$ cat config.mk
export PLATFORM = sky130hd
export DESIGN_NAME = pmc_perf_monitor
export DESIGN_NICKNAME = d
export VERILOG_FILES = /design/src/pmc_pkg.sv /design/src/pmc_perf_monitor.sv
export VERILOG_INCLUDE_DIRS = /design/src /design/src/src
export SDC_FILE = /design/constraint.sdc
export NUM_CORES = 1
export LEC_CHECK = 0
export ABC_CLOCK_PERIOD_IN_PS = 4300
export CAP_MARGIN = 20
export CORE_AREA = 3 3 156 158
export CTS_CLUSTER_SIZE = 14
export DETAILED_ROUTE_END_ITERATION = 7
export DIE_AREA = 0 0 159 161
export DONT_BUFFER_PORTS = 1
export SLEW_MARGIN = 15
export SYNTH_ARGS = -nofsm -noshare
export SYNTH_HDL_FRONTEND = slang
export SYNTH_SLANG_ARGS = --single-unit
$ cat constraint.sdc
create_clock -name clk -period 4.3 [get_ports clk]
set_clock_uncertainty 0.05 [all_clocks]
set_input_delay 0 -clock clk [delete_from_list [all_inputs] [get_ports clk]]
set_output_delay 0 -clock clk [all_outputs]
set_load 0.005 [all_outputs]
$ cat src/pmc_defs.svh
// Register offsets, reset values and field layouts of the performance monitor counter bank
`ifndef PMC_DEFS_SVH
`define PMC_DEFS_SVH

// Printed offsets are register indexes; bus byte address is four times the index
`define PMC_IDX_PATTERN_HIGH 12'h90e
`define PMC_IDX_PATTERN_LOW 12'h90f
`define PMC_IDX_ZERO_HIGH 12'h910
`define PMC_IDX_ZERO_LOW 12'h911
`define PMC_IDX_SIG7_1 12'h912
`define PMC_IDX_SIG7_2 12'h913
`define PMC_IDX_SIG7_3 12'h914
`define PMC_IDX_TX_SLIP 12'h915
`define PMC_IDX_LINK2 12'h92b
`define PMC_IDX_LINK3 12'h92c
`define PMC_IDX_IRQ_STATUS 12'h940
`define PMC_IDX_IRQ_ENABLE 12'h941
`define PMC_IDX_IRQ_CLEAR 12'h942

`define PMC_CNT_RESET 8'h00
`define PMC_IRQ_RESET 8'h00

// Interrupt bit positions
`define PMC_IRQ_PATTERN 0
`define PMC_IRQ_TX_SLIP 1
`define PMC_IRQ_ZERO 2
`define PMC_IRQ_SIG7_1 3
`define PMC_IRQ_SIG7_2 4
`define PMC_IRQ_SIG7_3 5
`define PMC_IRQ_LINK2 6
`define PMC_IRQ_LINK3 7

// AXI response codes
`define PMC_RESP_OKAY 2'h0
`define PMC_RESP_SLVERR 2'h2

`endif

$ cat src/pmc_pkg.sv
// Types shared by the performance monitor counter bank
package pmc_pkg;
  typedef enum logic [1:0] {
    PMC_WR_IDLE,
    PMC_WR_RESP
  } pmc_wr_state_t;
  typedef logic [7:0] pmc_byte_t;
endpackage : pmc_pkg

$ cat src/pmc_perf_monitor.sv
// Performance monitor counter bank with clear-on-read counters behind an AXI4-Lite slave
//
// Our own choice: register access over AXI4-Lite.
`timescale 1ns/1ps
`default_nettype none
`include "pmc_defs.svh"

module pmc_perf_monitor
  import pmc_pkg::*;
#(
  parameter int ADDR_W = 14,
  parameter int BUCKET_LEAK = 256
) (
  input wire logic clk,
  input wire logic rst_n,
  input wire logic pattern_error_pulse,
  input wire logic tx_frame_repeat_pulse,
  input wire logic tx_frame_drop_pulse,
  input wire logic zero_violation_pulse,
  input wire logic [2:0] sig7_fcs_error_pulse,
  input wire logic link2_fcs_error_pulse,
  input wire logic link3_fcs_error_pulse,
  input wire logic [ADDR_W-1:0] s_axi_awaddr,
  input wire logic s_axi_awvalid,
  output logic s_axi_awready,
  input wire logic [31:0] s_axi_wdata,
  input wire logic [3:0] s_axi_wstrb,
  input wire logic s_axi_wvalid,
  output logic s_axi_wready,
  output logic [1:0] s_axi_bresp,
  output logic s_axi_bvalid,
  input wire logic s_axi_bready,
  input wire logic [ADDR_W-1:0] s_axi_araddr,
  input wire logic s_axi_arvalid,
  output logic s_axi_arready,
  output logic [31:0] s_axi_rdata,
  output logic [1:0] s_axi_rresp,
  output logic s_axi_rvalid,
  input wire logic s_axi_rready,
  output logic irq
);

  localparam int LEAK_W = $clog2(BUCKET_LEAK + 1);

  // Counter state
  logic [15:0] pattern_error_count_reg;
  logic [7:0] pattern_error_low_reg;
  logic [15:0] zero_violation_count_reg;
  logic [7:0] zero_violation_low_reg;
  logic [7:0] tx_slip_count_reg;
  logic [7:0] sig7_count_reg [3];
  logic [LEAK_W-1:0] sig7_leak_reg [3];
  logic [7:0] link2_error_reg;
  logic [7:0] link3_error_reg;
  logic [7:0] irq_status_reg;
  logic [7:0] irq_enable_reg;

  // Bus state
  logic aw_held_reg;
  logic [ADDR_W-1:0] aw_addr_reg;
  logic w_held_reg;
  logic [31:0] w_data_reg;
  logic [3:0] w_strb_reg;
  pmc_wr_state_t wr_state_reg;

  // Read address decode; index is byte address divided by four
  wire [ADDR_W-3:0] rd_idx = s_axi_araddr[ADDR_W-1:2];
  wire rd_take = s_axi_arvalid && s_axi_arready;
  wire rd_pat_hi = rd_take && (rd_idx == (ADDR_W-2)'(`PMC_IDX_PATTERN_HIGH));
  wire rd_pat_lo = rd_take && (rd_idx == (ADDR_W-2)'(`PMC_IDX_PATTERN_LOW));
  wire rd_zero_hi = rd_take && (rd_idx == (ADDR_W-2)'(`PMC_IDX_ZERO_HIGH));
  wire rd_zero_lo = rd_take && (rd_idx == (ADDR_W-2)'(`PMC_IDX_ZERO_LOW));
  wire rd_slip = rd_take && (rd_idx == (ADDR_W-2)'(`PMC_IDX_TX_SLIP));
  wire rd_link2 = rd_take && (rd_idx == (ADDR_W-2)'(`PMC_IDX_LINK2));
  wire rd_link3 = rd_take && (rd_idx == (ADDR_W-2)'(`PMC_IDX_LINK3));
  wire rd_irq_st = rd_take && (rd_idx == (ADDR_W-2)'(`PMC_IDX_IRQ_STATUS));
  wire rd_irq_en = rd_take && (rd_idx == (ADDR_W-2)'(`PMC_IDX_IRQ_ENABLE));
  wire [2:0] rd_sig7;
  assign rd_sig7[0] = rd_take && (rd_idx == (ADDR_W-2)'(`PMC_IDX_SIG7_1));
  assign rd_sig7[1] = rd_take && (rd_idx == (ADDR_W-2)'(`PMC_IDX_SIG7_2));
  assign rd_sig7[2] = rd_take && (rd_idx == (ADDR_W-2)'(`PMC_IDX_SIG7_3));
  wire rd_hit = rd_pat_hi | rd_pat_lo | rd_zero_hi | rd_zero_lo | rd_slip | rd_link2
              | rd_link3 | rd_irq_st | rd_irq_en | (|rd_sig7);

  wire [7:0] rd_byte =
      rd_pat_hi ? pattern_error_count_reg[15:8] :
      rd_pat_lo ? pattern_error_low_reg :
      rd_zero_hi ? zero_violation_count_reg[15:8] :
      rd_zero_lo ? zero_violation_low_reg :
      rd_slip ? tx_slip_count_reg :
      rd_sig7[0] ? sig7_count_reg[0] :
      rd_sig7[1] ? sig7_count_reg[1] :
      rd_sig7[2] ? sig7_count_reg[2] :
      rd_link2 ? link2_error_reg :
      rd_link3 ? link3_error_reg :
      rd_irq_st ? irq_status_reg :
      rd_irq_en ? irq_enable_reg : 8'h00;

  // Write path: address and data may arrive in either order
  wire aw_take = s_axi_awvalid && s_axi_awready;
  wire w_take = s_axi_wvalid && s_axi_wready;
  wire wr_fire = aw_held_reg && w_held_reg && (wr_state_reg == PMC_WR_IDLE);
  wire [ADDR_W-3:0] wr_idx = aw_addr_reg[ADDR_W-1:2];
  wire wr_en_hit = wr_idx == (ADDR_W-2)'(`PMC_IDX_IRQ_ENABLE);
  wire wr_clr_hit = wr_idx == (ADDR_W-2)'(`PMC_IDX_IRQ_CLEAR);
  // Counters are read-only, so only the two interrupt registers accept writes
  wire wr_ok = wr_en_hit | wr_clr_hit;
  wire wr_lane0 = wr_fire && w_strb_reg[0];
  wire [7:0] irq_clear = (wr_lane0 && wr_clr_hit) ? w_data_reg[7:0] : 8'h00;

  // A slip of either kind is one event
  wire tx_slip_event = tx_frame_repeat_pulse | tx_frame_drop_pulse;

  // Counter next values: a clearing read with an event leaves one
  wire [15:0] pattern_base = rd_pat_hi ? 16'h0000 : pattern_error_count_reg;
  wire [15:0] pattern_next = pattern_base + {15'h0000, pattern_error_pulse};
  wire [15:0] zero_base = rd_zero_hi ? 16'h0000 : zero_violation_count_reg;
  wire [15:0] zero_next = zero_base + {15'h0000, zero_violation_pulse};
  wire [7:0] slip_base = rd_slip ? 8'h00 : tx_slip_count_reg;
  wire [7:0] slip_next = slip_base + {7'h00, tx_slip_event};
  wire [7:0] link2_base = rd_link2 ? 8'h00 : link2_error_reg;
  wire [7:0] link2_next = link2_base + {7'h00, link2_fcs_error_pulse};
  wire [7:0] link3_base = rd_link3 ? 8'h00 : link3_error_reg;
  wire [7:0] link3_next = link3_base + {7'h00, link3_fcs_error_pulse};

  // Plain counters wrap rather than saturate, so a host that polls often sees every event
  // modulo the width; only the signalling buckets saturate, as a bucket must.

  // One status bit per event source
  wire [7:0] irq_events;
  assign irq_events[`PMC_IRQ_PATTERN] = pattern_error_pulse;
  assign irq_events[`PMC_IRQ_TX_SLIP] = tx_slip_event;
  assign irq_events[`PMC_IRQ_ZERO] = zero_violation_pulse;
  assign irq_events[`PMC_IRQ_SIG7_1] = sig7_fcs_error_pulse[0];
  assign irq_events[`PMC_IRQ_SIG7_2] = sig7_fcs_error_pulse[1];
  assign irq_events[`PMC_IRQ_SIG7_3] = sig7_fcs_error_pulse[2];
  assign irq_events[`PMC_IRQ_LINK2] = link2_fcs_error_pulse;
  assign irq_events[`PMC_IRQ_LINK3] = link3_fcs_error_pulse;

  // Interrupt next state: an event wins over a clear in the same cycle
  wire [7:0] irq_status_next = (irq_status_reg & ~irq_clear) | irq_events;
  wire [7:0] irq_enable_next = (wr_lane0 && wr_en_hit) ? w_data_reg[7:0] : irq_enable_reg;
  wire irq_next = |(irq_status_next & irq_enable_next);

  // Live counts; a clearing read is folded into the base selections above
  always_ff @(posedge clk) begin
    if (!rst_n) begin
      pattern_error_count_reg <= {2{`PMC_CNT_RESET}};
    end else begin
      pattern_error_count_reg <= pattern_next;
    end
  end

  always_ff @(posedge clk) begin
    if (!rst_n) begin
      zero_violation_count_reg <= {2{`PMC_CNT_RESET}};
    end else begin
      zero_violation_count_reg <= zero_next;
    end
  end

  always_ff @(posedge clk) begin
    if (!rst_n) begin
      tx_slip_count_reg <= `PMC_CNT_RESET;
    end else begin
      tx_slip_count_reg <= slip_next;
    end
  end

  always_ff @(posedge clk) begin
    if (!rst_n) begin
      link2_error_reg <= `PMC_CNT_RESET;
    end else begin
      link2_error_reg <= link2_next;
    end
  end

  always_ff @(posedge clk) begin
    if (!rst_n) begin
      link3_error_reg <= `PMC_CNT_RESET;
    end else begin
      link3_error_reg <= link3_next;
    end
  end

  // Low byte is frozen at the high-byte read so later events cannot tear the pair.
  // Events after the high read go to the live count and show in the next pair.
  // A low read clears the latched byte, so a low read with no high read since the last low read returns zero.
  always_ff @(posedge clk) begin
    if (!rst_n) begin
      pattern_error_low_reg <= `PMC_CNT_RESET;
    end else if (rd_pat_hi) begin
      pattern_error_low_reg <= pattern_error_count_reg[7:0];
    end else if (rd_pat_lo) begin
      pattern_error_low_reg <= `PMC_CNT_RESET;
    end
  end

  // Same pairing for the excessive-zero count
  always_ff @(posedge clk) begin
    if (!rst_n) begin
      zero_violation_low_reg <= `PMC_CNT_RESET;
    end else if (rd_zero_hi) begin
      zero_violation_low_reg <= zero_violation_count_reg[7:0];
    end else if (rd_zero_lo) begin
      zero_violation_low_reg <= `PMC_CNT_RESET;
    end
  end

  // Leaky bucket: each error fills by one, a steady leak drains one every BUCKET_LEAK cycles
  genvar gi;
  generate
    for (gi = 0; gi < 3; gi++) begin : g_sig7
      wire leak_tick = sig7_leak_reg[gi] == LEAK_W'(BUCKET_LEAK - 1);
      wire [7:0] cnt = rd_sig7[gi] ? 8'h00 : sig7_count_reg[gi];
      wire drain = leak_tick && (cnt != 8'h00) && !sig7_fcs_error_pulse[gi];
      wire fill = sig7_fcs_error_pulse[gi] && (cnt != 8'hff);
      always_ff @(posedge clk) begin
        if (!rst_n) begin
          sig7_count_reg[gi] <= `PMC_CNT_RESET;
          sig7_leak_reg[gi] <= '0;
        end else begin
          sig7_leak_reg[gi] <= leak_tick ? '0 : sig7_leak_reg[gi] + LEAK_W'(1);
          sig7_count_reg[gi] <= cnt + {7'h00, fill} - {7'h00, drain};
        end
      end
    end
  endgenerate

  // Level interrupt straight from a flop; it is built from the next status and enable,
  // so it rises on the same edge as the status bit that causes it
  always_ff @(posedge clk) begin
    if (!rst_n) begin
      irq_status_reg <= `PMC_IRQ_RESET;
      irq_enable_reg <= `PMC_IRQ_RESET;
      irq <= 1'b0;
    end else begin
      irq_status_reg <= irq_status_next;
      irq_enable_reg <= irq_enable_next;
      irq <= irq_next;
    end
  end

  // Write readies drop on a take and stay low until the response is retired,
  // so only one write is ever in flight
  always_ff @(posedge clk) begin
    if (!rst_n) begin
      s_axi_awready <= 1'b0;
      s_axi_wready <= 1'b0;
    end else begin
      s_axi_awready <= !aw_held_reg && !aw_take && (wr_state_reg == PMC_WR_IDLE);
      s_axi_wready <= !w_held_reg && !w_take && (wr_state_reg == PMC_WR_IDLE);
    end
  end

  // Address and data are parked until both have arrived, in either order
  always_ff @(posedge clk) begin
    if (!rst_n) begin
      aw_held_reg <= 1'b0;
      aw_addr_reg <= '0;
    end else if (aw_take) begin
      aw_held_reg <= 1'b1;
      aw_addr_reg <= s_axi_awaddr;
    end else if (wr_fire) begin
      aw_held_reg <= 1'b0;
    end
  end

  always_ff @(posedge clk) begin
    if (!rst_n) begin
      w_held_reg <= 1'b0;
      w_data_reg <= 32'h0000_0000;
      w_strb_reg <= 4'h0;
    end else if (w_take) begin
      w_held_reg <= 1'b1;
      w_data_reg <= s_axi_wdata;
      w_strb_reg <= s_axi_wstrb;
    end else if (wr_fire) begin
      w_held_reg <= 1'b0;
    end
  end

  // Response: the register effect and bvalid land on the same edge
  always_ff @(posedge clk) begin
    if (!rst_n) begin
      wr_state_reg <= PMC_WR_IDLE;
      s_axi_bvalid <= 1'b0;
      s_axi_bresp <= `PMC_RESP_OKAY;
    end else begin
      unique case (wr_state_reg)
        PMC_WR_IDLE: begin
          if (wr_fire) begin
            s_axi_bvalid <= 1'b1;
            s_axi_bresp <= wr_ok ? `PMC_RESP_OKAY : `PMC_RESP_SLVERR;
            wr_state_reg <= PMC_WR_RESP;
          end
        end
        PMC_WR_RESP: begin
          if (s_axi_bready) begin
            s_axi_bvalid <= 1'b0;
            wr_state_reg <= PMC_WR_IDLE;
          end
        end
        default: wr_state_reg <= PMC_WR_IDLE;
      endcase
    end
  end

  // Read channel: one read at a time, data registered with the clearing read
  always_ff @(posedge clk) begin
    if (!rst_n) begin
      s_axi_arready <= 1'b0;
      s_axi_rvalid <= 1'b0;
      s_axi_rdata <= 32'h0000_0000;
      s_axi_rresp <= `PMC_RESP_OKAY;
    end else begin
      s_axi_arready <= !s_axi_rvalid && !rd_take;
      if (rd_take) begin
        s_axi_rvalid <= 1'b1;
        s_axi_rdata <= {24'h000000, rd_byte};
        s_axi_rresp <= rd_hit ? `PMC_RESP_OKAY : `PMC_RESP_SLVERR;
      end else if (s_axi_rvalid && s_axi_rready) begin
        s_axi_rvalid <= 1'b0;
      end
    end
  end

endmodule : pmc_perf_monitor

`default_nettype wire

Word level (Yosys, flattened, before mapping) --
Memory sizes are Yosys's and may differ from the RTL's. Index checks and enable logic that the tools add are counted.
Operators by class: $add $sub $neg 14, multiply operators 0, divide/modulo/power cells 0, order comparisons 0, equality and inequality tests 23, shift-type cells 0, multiplexer cells 50, bitwise operators 21, reduce and logical (&&, ||, !) cells 59
Operators by type and width (number):
- $mux 8 | 27
- $eq 12x12->1 const B | 14
- $mux 9 | 6
- $add 8x1->8 | 6
- $logic_and 1x1->1 | 35
- $add 16x1->16 | 2
- $mux 16 | 2
- $add 9x1->9 const B | 3
- $eq 9x8->1 const B | 3
- $ne 8x8->1 const B | 3
- $reduce_bool 8->1 | 3
- $sub 8x1->8 | 3
- $or 1x1->1 | 17
- $and 8x8->8 | 2
- $reduce_bool 2->1 | 6
- $logic_not 1->1 | 9
- $mux 1 | 9
- $mux 2 | 4
- $not 8->8 | 1
- $or 8x8->8 | 1
- $reduce_or 8->1 | 1
- $ne 2x2->1 const B | 2
- $pmux 2 s2 | 1
- $reduce_and 2->1 | 2
- other kinds (5) | 5
Storage, ports and cells: register bits 133, latch bits 0, bits in writable memories 51, ROM bits 0, bits of input ports 80, output and inout port bits 42, word-level logic and storage cells 193, memories kept 2
Memories:
- sig7_leak_reg | depth 3, bits a word 9, read ports 3, clocked after memory_dff 0, wr ports 3, line pmc_perf_monitor.sv:52 | logic [LEAK_W-1:0] sig7_leak_reg [3];
- sig7_count_reg | depth 3, bits a word 8, read ports 3, clocked after memory_dff 0, wr ports 3, line pmc_perf_monitor.sv:51 | logic [7:0] sig7_count_reg [3];

Depth between registers and ports, before layout --
depth in word-level cells 14, gate-level depth with buffers 20, depth with buffers taken out 18

Least setup slack after synthesis --
No wires, ideal clock.
kind input-to-reg, start point input port s_axi_araddr[9], end point memory sig7_count_reg[1][7], setup time 72 ps, data arrival time 2963 ps, required time 4178 ps, setup slack 1215 ps, stages 15, buffers on the path 1, cells stage by stage nor4b_2 and4b_1 buf_2 nand4_1 and2_1 inv_1 ha_1 a41o_1 ha_1 a21o_1 a21oi_1 o21bai_1 a2111oi_0 a211o_1 mux2i_1
RTL lines:
- start, declared | line pmc_perf_monitor.sv:33 | input wire logic [ADDR_W-1:0] s_axi_araddr,
- end, declared | line pmc_perf_monitor.sv:51

==> results.sh <==
export IMPL_finalInstanceArea_sq_mm=0.0108
export IMPL_grt_overflow_total=0
export IMPL_finalWorstPathRequiredPeriod_ns=3.72
export IMPL_ios=122
export IMPL_hold_slack_ns=0.0228
export IMPL_fillCellCount=2319
export IMPL_synth_cells=1147
export IMPL_clockPowerShare=0.346
export IMPL_tightest_slew_ns=0.740
export IMPL_drt_vias_per_instance=5.28
export IMPL_synth_edff_count=0
export IMPL_peakVddDrop_v=0.000262
export IMPL_io_buffers=0
export IMPL_critPathLaunchType="flip-flop"
export IMPL_start_util=0.405
export IMPL_core_area_sq_mm=0.0233
export IMPL_root_buffer="clkbuf_16"
export IMPL_ys_async_sr_fraction=0
export IMPL_critPathKind="flip-flop to flip-flop"
export IMPL_max_cap_violations=0
export IMPL_final_setup_tns_ns=0
export IMPL_post_cts_resized=0
export IMPL_p_seq_frac=0.422
export IMPL_post_route_drc_count=0
export IMPL_numCtsBuffers=17
export IMPL_cp_max_fo=9
export IMPL_rsz0062_at_grt="no"
export IMPL_num_vias=8043
export IMPL_grtUsageTotal=0.193
export IMPL_synth_ff_type="dfxtp_1"
export IMPL_ys_ff_latch=178
export IMPL_crit_chain="nand4b_1 -> nor2_1 -> nand2_1 -> nand2_1 -> inv_1 -> ha_1 -> nand4_1 -> o21ai_0 -> nand2b_1 -> ha_1 -> inv_1 -> fa_1 -> nand2b_1 -> a21oi_1 -> o21ai_0 -> a21oi_1 -> o21a_1 -> nor3_1"
export IMPL_place_inst=1426
export IMPL_wl_um=24800
export IMPL_ant_nets=0
export IMPL_setup_violations=0
export IMPL_cts_tree="done"
export IMPL_cp_required_ns=4.54
export IMPL_power_leakage_nw=4.18
export IMPL_power_switching_share=0.317
export IMPL_post_dp_cell_area_sq_mm=0.00957
export IMPL_rows=56
export IMPL_n_antenna_cell=0
export IMPL_min_path_type="primary input to flip-flop"
export IMPL_gp_congestion=0.875
export IMPL_final_layout_size_suffix_gt1_frac=0.0482
export IMPL_detailed_place_hpwl_um=17700
export IMPL_postCtsSetupRepairBufs=0
export IMPL_htreeDepth=4
export IMPL_dieArea_sq_mm=0.0256
export IMPL_fin_nets=1328
export IMPL_grt_antenna_before_repair=0
export IMPL_p_switching_w=0.00140
export IMPL_synth_area_leaders="dfxtp_1 (38%), ha_1 (7.3%), nand2_1 (4.9%), nor2_1 (4.9%), a21oi_1 (4.4%)"
export IMPL_post_drt_wl_per_cell_um=16.3
export IMPL_powerDensity_mw_per_mm2=407
export IMPL_fin_crit_sh=0.865
export IMPL_syn_avg_cell_area_sq_um=8.21
export IMPL_chipWidth_um=159
export IMPL_stdcell_count=1522
export IMPL_finalMaxSlewViolations=0
export IMPL_ys_seq_area_frac=0.378
export IMPL_grt_max_degree=56
export IMPL_status="finished, final reports clean"
export IMPL_clkLatencyLatePin_ns=0.44
export IMPL_die_height_um=161
export IMPL_ys_warn_count=0
export IMPL_critPathMaxStageDelay_ns=0.53
export IMPL_largest_reg_flops=27
export IMPL_synth_top_cell_area_share=0.378
export IMPL_endpoint_kind="flip-flop"
export IMPL_synth_cell_types=71
export IMPL_netlist_area_sq_mm=0.00942
export IMPL_cts_buffer_depth=2
export IMPL_total_power_w=0.00440
export IMPL_p_comb_frac=0.233
export IMPL_grt_pass1_wl_um=40100
export IMPL_grt_pass1_vias=7639
export IMPL_drt_initial_drc_count=519
export IMPL_yosys_area_top_type="dfxtp_1"
export IMPL_p_int_w=0.00300
export IMPL_slowest_stage="dfxtp_1"
export IMPL_hold_viol_final=0
export IMPL_crit_arrival_ns=3.97
export IMPL_dr_pass1_iters=5
export IMPL_cts_sinks=178
export IMPL_max_freq_mhz=269
export IMPL_slew_headroom=0.505
export IMPL_clkSlewWorstSetupHoldPaths_ns=0.07
export IMPL_area_delta_synth_final_pct=14.6
-- power by group through the flow --
stage               sequential (W)  clock [W]  combinational, W
floorplan                  0.00185          0          0.000823
global placement           0.00189          0          0.000946
detailed placement         0.00189          0          0.000958
CTS                        0.00185    0.00155           0.00102
global route               0.00187    0.00162           0.00117
finish                     0.00186    0.00152           0.00102
-- layer usage --
metal	global-route usage	vias up	wire, um	part of all wire
li1	-	4015	-	-
met1	0.266	3720	11700	0.47
met2	0.290	262	10600	0.43
met3	0.0426	46	1590	0.064
met4	0.0848	0	812	0.033
met5	0	-	0	0
-- cell families (layout without fill, tap and decap cells) --
logic type / Yosys count / in the layout / share of synthesized area
AOI/OAI and AO/OA: 218 / 218 / 0.143
xor gates and xnor gates: 63 / 63 / 0.0586
adders and majority gates: 58 / 58 / 0.0794
buffers and inverters: 128 / 159 / 0.0651
DFF: 178 / 178 / 0.378
muxes: 21 / 21 / 0.0225
other: 1 / 26 / 0.000398
and+or+nand+nor: 480 / 480 / 0.253
-- layout by cell type (no fill, tap or decap), types with 29 or more instances in the layout --
cell and count:
dfxtp_1 178, nand2_1 123, nor2_1 123, a21oi_1 83, dlygate4sd3_1 63, ha_1 55
inv_1 52, nand3_1 49, o21ai_0 47, xor2_1 37, nor3_1 32, and2_1 29
-- worst paths after layout --
check | from | to | slack [ns] | cells after the start
min | s_axi_awvalid | aw_addr_reg[13]$_SDFFE_PN0P_ | 0.02 | 3
max | s_axi_arready$_SDFF_PN0_ | sig7_count_reg[2][6]$_SDFF_PN0_ | 0.58 | 18
max reg2reg | s_axi_arready$_SDFF_PN0_ | sig7_count_reg[2][6]$_SDFF_PN0_ | 0.58 | 18
min reg2reg | sig7_leak_reg[2][0]$_SDFF_PP0_ | sig7_leak_reg[2][0]$_SDFF_PP0_ | 0.40 | 1
-- synthesized netlist by cell type (all sizes together) (8+ instances only) --
master	instances
buf	42
clkbuf	32
and2	29
xor2	37
ha	55
a22oi	14
mux2i	20
nor4	8
nand3	50
nor2b	10
nor2	123
nand2b	26
a21oi	83
nor3	33
o21ai	50
nand2	123
and3	14
xnor2	26
or3	17
dfxtp	178
inv	53
nand4	19
o22ai	15
-- through the flow --
stage | util | setup WS (ns)
after floorplan | - | 1.22
after global placement | 0.412 | 0.694
after detailed placement | 0.412 | 0.643
after CTS | 0.464 | 0.611
after global routing | 0.464 | 0.227
final | 0.464 | 0.579
-- cell type report --
cell class | instances | area (sq um) | share of cell area
clock inverters | 15 | 144 | 0.0133
clock buffers | 17 | 425 | 0.0394
multi-input cells | 866 | 5340 | 0.495
repair buffers | 73 | 718 | 0.0665
flip-flops and latches | 178 | 3560 | 0.330
inverters | 54 | 203 | 0.0188
well taps | 319 | 399 | 0.0370
-- critical path, delay by kind of cell (launching register included) --
kind / cells / cell delay (ns)
buffers and inverters: 2 / 0.14
adders and majority gates: 3 / 0.75
and+or+nand+nor: 8 / 1.37
DFF: 1 / 0.53
AOI/OAI and AO/OA: 5 / 0.75
-- repair_timing --
| action | in CTS | in global routing |
|---|---|---|
| setup endpoints to repair | 0 | 0 |
| endpoints found under the hold margin | 160 | 0 |
| hold buffers | 64 | 0 |
Power figures use the tool's default switching activity.
